[config.mk]
export PLATFORM = sky130hd
export DESIGN_NAME = key_wakeup_release
export DESIGN_NICKNAME = d
export VERILOG_FILES = /design/src/logic/kwu_pkg.sv /design/src/logic/key_wakeup_release.sv
export VERILOG_INCLUDE_DIRS = /design/src /design/src/logic
export SDC_FILE = /design/constraint.sdc
export NUM_CORES = 1
export LEC_CHECK = 0
export ABC_AREA = 1
export BUFFER_PORTS_ARGS = -buffer_cell sky130_fd_sc_hd__buf_2
export CAP_MARGIN = 10
export CORE_MARGIN = 3
export CORE_UTILIZATION = 48
export DETAILED_ROUTE_END_ITERATION = 12
export GPL_ROUTABILITY_DRIVEN = 0
export PLACE_DENSITY = 0.86
export SKIP_CTS_REPAIR_TIMING = 1
export SLEW_MARGIN = 30
export SYNTH_ARGS = -nofsm -noshare
export SYNTH_HDL_FRONTEND = slang
export SYNTH_SLANG_ARGS = --single-unit
[constraint.sdc]
create_clock -name clk -period 1.8 [get_ports clk]
set_clock_uncertainty 0.1 [all_clocks]
set_input_delay 0 -clock clk [delete_from_list [all_inputs] [get_ports clk]]
set_output_delay 0 -clock clk [all_outputs]
set_load 0.02 [all_outputs]
[src/logic/kwu_defs.svh]
// Constants for the key-on wakeup block: register offsets, fields, reset values.
// Assumes inclusion by bare name from the package and the design file.
`ifndef KWU_DEFS_SVH
`define KWU_DEFS_SVH
`define KWU_ENABLE_INDEX 12'hf9a
`define KWU_CONTROL_INDEX 12'hfa0
`define KWU_STATUS_INDEX 12'hfa4
`define KWU_ENABLE_RESET 4'h0
`define KWU_ENABLE_LSB 4
`define KWU_ENABLE_MSB 7
`define KWU_CTRL_RELM_BIT 0
`define KWU_CTRL_STOP_BIT 1
`define KWU_RESP_OKAY 2'h0
`define KWU_RESP_SLVERR 2'h2
`define KWU_ADDR_W 14
`endif

[src/logic/kwu_pkg.sv]
// Types shared by the key-on wakeup block.
// Assumes kwu_defs.svh is on the include path.
package kwu_pkg;
  `include "kwu_defs.svh"

  // Sleep sequencer states.
  typedef enum logic [1:0] {
    st_run = 2'b00,
    st_stop = 2'b01,
    st_warm = 2'b10
  } sleep_state_e;

  // Key pin group as it arrives from the pads.
  typedef struct packed {
    logic [3:0] key_wake_n;
    logic release_pin;
  } wake_pins_s;
endpackage : kwu_pkg

[src/logic/key_wakeup_release.sv]
// Key-on wakeup release logic with an AXI4-Lite register slave.
// Assumes pads are synchronous to clk; a stopped clock is modelled by the
// clk_run output, and release detection is combinational on the pins.
// Summary of operation
// - Enable register write-only; bits 7..4 enable key pins 3..0, reset zero.
// - Each key pin enabled or disabled by its own bit independently.
// - Level mode: low on any enabled key pin releases stop; disabled ignored.
// - Main pin: high level when mode bit 1, rising edge when 0.
// - Release condition present at entry: skip stop, start warm-up at once.
`timescale 1ns/1ps
`default_nettype none
`include "kwu_defs.svh"
module key_wakeup_release
  import kwu_pkg::*;
(
  // Clock and reset.
  input wire logic clk,
  input wire logic rst_n,
  // AXI4-Lite write address and data.
  input wire logic [13:0] s_axi_awaddr,
  input wire logic s_axi_awvalid,
  output logic s_axi_awready,
  input wire logic [31:0] s_axi_wdata,
  input wire logic [3:0] s_axi_wstrb,
  input wire logic s_axi_wvalid,
  output logic s_axi_wready,
  // AXI4-Lite write response.
  output logic [1:0] s_axi_bresp,
  output logic s_axi_bvalid,
  input wire logic s_axi_bready,
  // AXI4-Lite read channels.
  input wire logic [13:0] s_axi_araddr,
  input wire logic s_axi_arvalid,
  output logic s_axi_arready,
  output logic [31:0] s_axi_rdata,
  output logic [1:0] s_axi_rresp,
  output logic s_axi_rvalid,
  input wire logic s_axi_rready,
  // Wake pins.
  input wire wake_pins_s pins,
  // Power sequencing.
  output logic clk_run,
  output logic warmup_start
);

  // Register decode on the word index; the two byte-lane bits take no part.
  // Register numbers are word indices, so the byte address is four times the index.
  // A master that issues an unaligned address still lands on the word it names.
  function automatic logic hit(input logic [13:0] a, input logic [11:0] idx);
    hit = (a[13:2] == idx);
  endfunction : hit

  // Register map, by word index:
  // enable index holds the key enables in bits 7..4 and reads back as zero.
  // control index holds the release mode in bit 0 and a self-clearing stop request in bit 1.
  // status index reports the sequencer state in bits 1..0.
  // status bits 5..2 show which enabled key pins are low right now.
  // Software reads status before a stop request to be sure no enabled key is low.
  // Any other index answers with a slave error and changes nothing.

  logic [3:0] enable_q, enable_d;
  logic relm_q, relm_d;
  logic rel_q, rel_d;
  sleep_state_e state_q, state_d;
  logic awready_q, awready_d, wready_q, wready_d, bvalid_q, bvalid_d;
  logic [1:0] bresp_q, bresp_d, rresp_q, rresp_d;
  logic arready_q, arready_d, rvalid_q, rvalid_d;
  logic [31:0] rdata_q, rdata_d;
  logic [13:0] awaddr_q, awaddr_d;
  logic [31:0] wdata_q, wdata_d;
  logic [3:0] wstrb_q, wstrb_d;
  logic have_aw_q, have_aw_d, have_w_q, have_w_d;
  logic stop_req;
  logic warm_q, warm_d;
  logic key_level;
  logic main_level;
  logic release_now;
  logic clk_run_q, clk_run_d;

  // Release terms are pure gates on the pins so they act with the clock stopped.
  assign key_level = |(enable_q & ~pins.key_wake_n);
  assign main_level = pins.release_pin;

  // Rising edge in edge mode, high level in level mode; keys only in level mode.
  always_comb begin
    release_now = 1'b0;
    if (relm_q) begin
      release_now = main_level | key_level;
    end else begin
      release_now = main_level & ~rel_q;
    end
  end

  // Write channel: accept address and data in either order, answer after both.
  always_comb begin
    awready_d = awready_q;
    wready_d = wready_q;
    bvalid_d = bvalid_q;
    bresp_d = bresp_q;
    awaddr_d = awaddr_q;
    wdata_d = wdata_q;
    wstrb_d = wstrb_q;
    have_aw_d = have_aw_q;
    have_w_d = have_w_q;
    enable_d = enable_q;
    relm_d = relm_q;
    stop_req = 1'b0;
    awready_d = ~have_aw_q & ~bvalid_q & ~(s_axi_awvalid & awready_q);
    wready_d = ~have_w_q & ~bvalid_q & ~(s_axi_wvalid & wready_q);
    if (s_axi_awvalid && awready_q) begin
      awaddr_d = s_axi_awaddr;
      have_aw_d = 1'b1;
    end
    if (s_axi_wvalid && wready_q) begin
      wdata_d = s_axi_wdata;
      wstrb_d = s_axi_wstrb;
      have_w_d = 1'b1;
    end
    if (have_aw_q && have_w_q && !bvalid_q) begin
      have_aw_d = 1'b0;
      have_w_d = 1'b0;
      bvalid_d = 1'b1;
      bresp_d = `KWU_RESP_OKAY;
      if (hit(awaddr_q, `KWU_ENABLE_INDEX)) begin
        if (wstrb_q[0]) begin
          enable_d = wdata_q[`KWU_ENABLE_MSB:`KWU_ENABLE_LSB];
        end
      end else if (hit(awaddr_q, `KWU_CONTROL_INDEX)) begin
        if (wstrb_q[0]) begin
          relm_d = wdata_q[`KWU_CTRL_RELM_BIT];
          stop_req = wdata_q[`KWU_CTRL_STOP_BIT];
        end
      end else begin
        bresp_d = `KWU_RESP_SLVERR;
      end
    end
    if (bvalid_q && s_axi_bready) begin
      bvalid_d = 1'b0;
    end
  end

  // Read channel; the enable register is write-only and reads as zero.
  always_comb begin
    arready_d = ~rvalid_q & ~(s_axi_arvalid & arready_q);
    rvalid_d = rvalid_q;
    rdata_d = rdata_q;
    rresp_d = rresp_q;
    if (s_axi_arvalid && arready_q) begin
      rvalid_d = 1'b1;
      rresp_d = `KWU_RESP_OKAY;
      rdata_d = 32'h0000_0000;
      if (hit(s_axi_araddr, `KWU_ENABLE_INDEX)) begin
        rdata_d = 32'h0000_0000;
      end else if (hit(s_axi_araddr, `KWU_CONTROL_INDEX)) begin
        rdata_d[`KWU_CTRL_RELM_BIT] = relm_q;
      end else if (hit(s_axi_araddr, `KWU_STATUS_INDEX)) begin
        rdata_d = {26'h000_0000, ~pins.key_wake_n & enable_q, state_q};
      end else begin
        rresp_d = `KWU_RESP_SLVERR;
      end
    end else if (rvalid_q && s_axi_rready) begin
      rvalid_d = 1'b0;
    end
  end

  // Stop sequencer: entry is refused when a release condition already stands.
  // The refusal test ignores the release mode on purpose: the mode bit may be
  // written by the same access as the stop request, so the old value cannot be
  // trusted, and an enabled key already low must refuse entry in either mode.
  // The main pin's last sample is kept so an edge-mode release needs a fresh rise.
  always_comb begin
    state_d = state_q;
    warm_d = 1'b0;
    rel_d = main_level;
    case (state_q)
      st_run: begin
        if (stop_req) begin
          if (main_level || key_level) begin
            state_d = st_warm;
          end else begin
            state_d = st_stop;
          end
        end
      end
      st_stop: begin
        if (release_now) begin
          state_d = st_warm;
        end
      end
      st_warm: begin
        warm_d = 1'b1;
        state_d = st_run;
      end
      default: begin
        state_d = st_run;
      end
    endcase
    // The run flag follows the next state so it changes on the same edge as the state.
    clk_run_d = (state_d != st_stop);
  end

  // Software settings: key enables and release mode.
  // Writes are taken in every state, so a write that lands during stop changes the settings a release sees.
  always_ff @(posedge clk or negedge rst_n) begin
    if (!rst_n) begin
      enable_q <= `KWU_ENABLE_RESET;
      relm_q <= 1'b0;
    end else begin
      enable_q <= enable_d;
      relm_q <= relm_d;
    end
  end

  // Write channel registers.
  // Readies come up on the first edge after reset, never during it.
  always_ff @(posedge clk or negedge rst_n) begin
    if (!rst_n) begin
      awready_q <= 1'b0;
      wready_q <= 1'b0;
      bvalid_q <= 1'b0;
      bresp_q <= 2'h0;
      awaddr_q <= 14'h0000;
      wdata_q <= 32'h0000_0000;
      wstrb_q <= 4'h0;
      have_aw_q <= 1'b0;
      have_w_q <= 1'b0;
    end else begin
      awready_q <= awready_d;
      wready_q <= wready_d;
      bvalid_q <= bvalid_d;
      bresp_q <= bresp_d;
      awaddr_q <= awaddr_d;
      wdata_q <= wdata_d;
      wstrb_q <= wstrb_d;
      have_aw_q <= have_aw_d;
      have_w_q <= have_w_d;
    end
  end

  // Read channel registers.
  always_ff @(posedge clk or negedge rst_n) begin
    if (!rst_n) begin
      arready_q <= 1'b0;
      rvalid_q <= 1'b0;
      rdata_q <= 32'h0000_0000;
      rresp_q <= 2'h0;
    end else begin
      arready_q <= arready_d;
      rvalid_q <= rvalid_d;
      rdata_q <= rdata_d;
      rresp_q <= rresp_d;
    end
  end

  // Sequencer registers.
  // The main pin sample resets low, its idle level, so reset makes no false edge.
  always_ff @(posedge clk or negedge rst_n) begin
    if (!rst_n) begin
      rel_q <= 1'b0;
      state_q <= st_run;
      warm_q <= 1'b0;
      clk_run_q <= 1'b1;
    end else begin
      rel_q <= rel_d;
      state_q <= state_d;
      warm_q <= warm_d;
      clk_run_q <= clk_run_d;
    end
  end

  // Outputs straight from flip-flops.
  assign s_axi_awready = awready_q;
  assign s_axi_wready = wready_q;
  assign s_axi_bvalid = bvalid_q;
  assign s_axi_bresp = bresp_q;
  assign s_axi_arready = arready_q;
  assign s_axi_rvalid = rvalid_q;
  assign s_axi_rdata = rdata_q;
  assign s_axi_rresp = rresp_q;
  // The run flag is its own register so no decode glitch reaches the clock gate.
  assign clk_run = clk_run_q;
  assign warmup_start = warm_q;

endmodule : key_wakeup_release
`default_nettype wire

* After elaboration in Yosys (flattened, before gate mapping)
Cells that the tools add are included.
Storage, ports and cells: register bits after elaboration 76, output and inout port bits 43
Cells by class: eq/ne operators 8, multiplexer cells 27, bitwise logic cells 21, reduce and logical (&&, ||, !) cells 17
Operators with widths (count):
- $eq 12x12->1 const B | 5
- $mux 32 | 1
- $mux 31 | 1
- $mux 2 | 8
- $mux 1 | 15
- $and 1x1->1 | 9
- $not 1->1 | 9
- $reduce_bool 2->1 | 4
- $logic_and 1x1->1 | 7
- $mux 6 | 1
- $and 4x4->4 | 1
- $not 4->4 | 1
- $pmux 2 s2 | 1
- $reduce_and 4->1 | 1
- $reduce_or 4->1 | 1
- $reduce_and 3->1 | 1
- $eq 2x1->1 const B | 1
- $eq 2x2->1 const B | 1
- $logic_not 2->1 | 1
- $ne 2x1->1 const B | 1
- $logic_not 1->1 | 1
- $logic_or 1x1->1 | 1
- $or 1x1->1 | 1

* Longest topological paths before layout
word-level depth 8, mapped depth 9, mapped depth without buffers 9

* Least setup slack after synthesis
Ideal clock, no wire load.
path kind register to register, start register bvalid_q (netlist: s_axi_bvalid), end register enable_q[0], library setup time 0.121 ns, data arrival time 1.100 ns, slack 0.480 ns, cell stages (with the launch flop) 7, period minus slack after synthesis 1.320 ns, cells stage by stage dfrtp_1 > nor3_4 > nand2_2 > clkinv_1 > nand3_4 > nand2_1 > o21ai_1
Between the ends: longest elaborated chain between the ends 3
Ends and longest elaborated chain:
- start, declared | line key_wakeup_release.sv:65 | logic awready_q, awready_d, wready_q, wready_d, bvalid_q, bvalid_d;
- start signal, assigned | line key_wakeup_release.sv:230 | bvalid_q <= bvalid_d;
- $logic_not 1->1 | line key_wakeup_release.sv:119 | if (have_aw_q && have_w_q && !bvalid_q) begin
- $logic_and 1x1->1 | line key_wakeup_release.sv:119
- $reduce_and 3->1 (no source line)
- end signal, assigned | line key_wakeup_release.sv:206 | enable_q <= `KWU_ENABLE_RESET;
- end signal, assigned | line key_wakeup_release.sv:209 | enable_q <= enable_d;
- end, declared | line key_wakeup_release.sv:61 | logic [3:0] enable_q, enable_d;
Every way passes these cells. A chain may end at the register's enable or synchronous reset.

* Worst setup path in the final report
start register wready_q (netlist: s_axi_wready), end register wdata_q[1]
Between the ends: longest elaborated chain between the ends 1
Ends and longest elaborated chain:
- start, declared | line key_wakeup_release.sv:65
- start signal, assigned | line key_wakeup_release.sv:229 | wready_q <= wready_d;
- $logic_and 1x1->1 | line key_wakeup_release.sv:114 | if (s_axi_wvalid && wready_q) begin
- end signal, assigned | line key_wakeup_release.sv:233 | wdata_q <= wdata_d;
- end, declared | line key_wakeup_release.sv:70 | logic [31:0] wdata_q, wdata_d;
Every way passes these cells.

==> run metrics <==
violated checks hold timing; DR vias 1835; Die Ht about 73 um; Slew @ Worst Pin 774 ps; CP top delay family buffers and inverters; final hold viol count 7; post-DP HPWL roughly 3000 um; Clk Latency, worst-skew pair about 300 ps; Clock Sink Count 44; Peak Freq between 600 and 700 MHz; sequential element share of the synthesized area 51.1%; largest net degree at the start of global routing 37; CTS H-tree lvls 2; register area 1100 um2; syn avg cell area 8.32 um2; final setup fails 0; Peak supply drop 0.936 mV; Std-Cell Rows 23; initial antenna violation count 0; # DRC 0; Synth Register Bits 44; relative slew slack approximately half; sequential share of power between 40 and 50%; Critical R2R Capture wdata_q[1]$_DFFE_PN0P_; net switching power 1.12 mW; CP required roughly 1900 ps; worst hold path endpoint s_axi_rresp[1]$_DFFE_PN0P_; Largest stage delay, worst path approximately 540 ps; Ports about 120; CTS buffer count 5; RSZ-0062 raised after global routing false; CP startpoint kind flip-flop; vias per cell 4.55; CTS tree done; Tot GR Track Use roughly 16%; count of cell types in the netlist 25; Nets roughly 430; CTS Buffer Depth 2; Combinational Power Share between 30% and 40%; share of layout cells above drive strength 1 22.9%; root buf cell clkbuf_8; top fanout value on the critical path 12; antenna viol nets, final 0; Internal a little over 2 mW; Slew Viols, Final 0; WP data arrival 1700 ps; first-pass GRT wire length about 6600 um; core area 4170 um2; mapped cell area approximately 2200 um2; Final Critical Period approximately 1600 ps; worst hold path depth 5; FILL cells 346; Static Leak 1.54 nW; slowest cell on the critical path dlygate4sd3_1; Syn. warnings 0; Mapped Cells ~260; setup total negative slack 0 ps; Die W between 70 and 80 um; clock share of power around 24%; TritonRoute pass-1 iters 4; r2r setup slk 200 ps; gr ovfl total 0; area occupied by multi-input gates between 800 and 900 um2; R2R depth 5; Avg WL per Cell 10.9 um; Initial Utilization 51.7%; Power Density between 1000 and 1500 nW/um2; crit-path cells nand2_1 -> inv_1 -> nand2_1 -> nand2_1 -> dlygate4sd3_1; final hold slack -36.9 ps; Max Cap Viol 0; initial drt markers 74; Worst Hold Class in -> reg; Die ar. approximately 5300 um2; Critical Path Most Common Cell nand2_1; Antenna Diode Count 0; Final Util 67.6%; CP Capture Type flip-flop; number of global-route vias before repair 1580; Sw Share 35.2%; period utilisation layout roughly 89%; clk slew on worst S/H paths about 90 ps; Buf/Inv on CP 2; status finished with violations; area grow syn2layout 30.9%; Hold Crit Start s_axi_araddr[7]; I/O Buffers between 50 and 60; critical path class reg -> reg; WL final 4410 um; Total Power Consumption around 3.2 mW; reg-to-reg startpoint s_axi_wready$_DFF_PN0_
[cells in the final DEF (no fill, tap or decap), types with 7 or more instances in the layout]
| master | netlist | routed |
|---|---|---|
| buf_2 | 1 | 57 |
| conb_1 | 1 | 28 |
| dfrtp_1 | 43 | 43 |
| dlygate4sd3_1 | 0 | 31 |
| inv_1 | 32 | 32 |
| nand2_1 | 81 | 81 |
| nand3_1 | 11 | 11 |
| nand4_1 | 7 | 7 |
| nor2_1 | 11 | 11 |
| o21ai_0 | 16 | 16 |
[synthesized netlist by cell type (all sizes together)]
| cell type | count | area share (%) |
|---|---|---|
| nand4 | 7 | 2.0 |
| nand2 | 82 | 14 |
| or2 | 1 | 0.29 |
| buf | 29 | 10 |
| nand3 | 14 | 4.3 |
| dfstp | 1 | 1.2 |
| nor3 | 6 | 2.4 |
| dfrtp | 43 | 50 |
| conb | 1 | 0.17 |
| inv | 34 | 5.9 |
| clkbuf | 2 | 0.35 |
| clkinv | 1 | 0.17 |
| nor2 | 15 | 3.5 |
| o21ai | 20 | 4.6 |
| a21oi | 3 | 0.70 |
[flip-flops by register name (all words and copies together), names as in the netlist]
| register | flops |
|---|---|
| awaddr_q | 12 |
| clk_run | 1 |
| enable_q | 4 |
| have_aw_q | 1 |
| have_w_q | 1 |
| rel_q | 1 |
| relm_q | 1 |
| s_axi_arready | 1 |
| s_axi_awready | 1 |
| s_axi_bresp | 1 |
| s_axi_bvalid | 1 |
| s_axi_rdata | 6 |
| s_axi_rresp | 1 |
| s_axi_rvalid | 1 |
| s_axi_wready | 1 |
| state_q | 2 |
| warmup_start | 1 |
| wdata_q | 6 |
| wstrb_q | 1 |
[logic make-up (layout without fill, tap and decap cells)]
group / after synthesis / count (layout) / share of synthesized area, %
other: 1 / 28 / 0.174
and+or+nand+nor: 125 / 125 / 26.9
buffers and inverters: 66 / 133 / 16.4
DFF: 44 / 44 / 51.1
AOI/OAI and AO/OA: 23 / 23 / 5.34
[cell type report]
type	count	area share (%)
Tap cell	50	2.22
Clock inverter	3	1.64
Inverter	35	4.65
Sequential cell	44	39.1
Clock buffer	5	2.44
Multi-Input combinational cell	176	28.4
Timing Repair Buffer	90	21.6
[per-layer routing]
layer	up-vias	share of wire [%]	track usage (%)
li1	931	-	-
met1	845	42	19.0
met2	54	51	27.1
met3	5	6.3	4.96
met4	0	0.97	4.30
met5	-	0	0
[per-stage QoR]
stage | area (um2) | setup slack (ps) | std cells
final | 2820 | 200 | 403
after global routing | 2820 | 99.7 | 403
after CTS | 2510 | 429 | 372
after detailed placement | 2400 | 460 | 364
after global placement | 2400 | 476 | 364
after floorplan | 2260 | 480 | 286
[power groups by stage]
stage	Sequential [mW]	Clock, mW	Combinational [mW]
finish	1.43	0.772	0.969
global route	1.46	0.812	1.11
floorplan	1.50	0	0.591
CTS	1.43	0.781	0.865
detailed placement	1.44	0	0.856
global placement	1.44	0	0.826
[worst max path at each step]
stage | slack (ps) | cells past startpoint | start | endpoint
final | 200 | 5 | s_axi_wready$_DFF_PN0_ | wdata_q[1]$_DFFE_PN0P_
after global routing | 100 | 5 | s_axi_wready$_DFF_PN0_ | wdata_q[0]$_DFFE_PN0P_
after CTS | 430 | 4 | s_axi_awready$_DFF_PN0_ | awaddr_q[2]$_DFFE_PN0P_
after detailed placement | 460 | 4 | s_axi_awready$_DFF_PN0_ | have_aw_q$_DFFE_PN0P_
after global placement | 480 | 4 | s_axi_awready$_DFF_PN0_ | have_aw_q$_DFFE_PN0P_
after floorplan | 480 | 6 | s_axi_bvalid$_DFFE_PN0P_ | enable_q[0]$_DFFE_PN0P_
[worst min-delay path: cells and delay by family]
family,cells,cell delay (ps)
and+or+nand+nor,4,240
buffers and inverters,1,100
No activity file was read; power rests on OpenSTA's default activity.
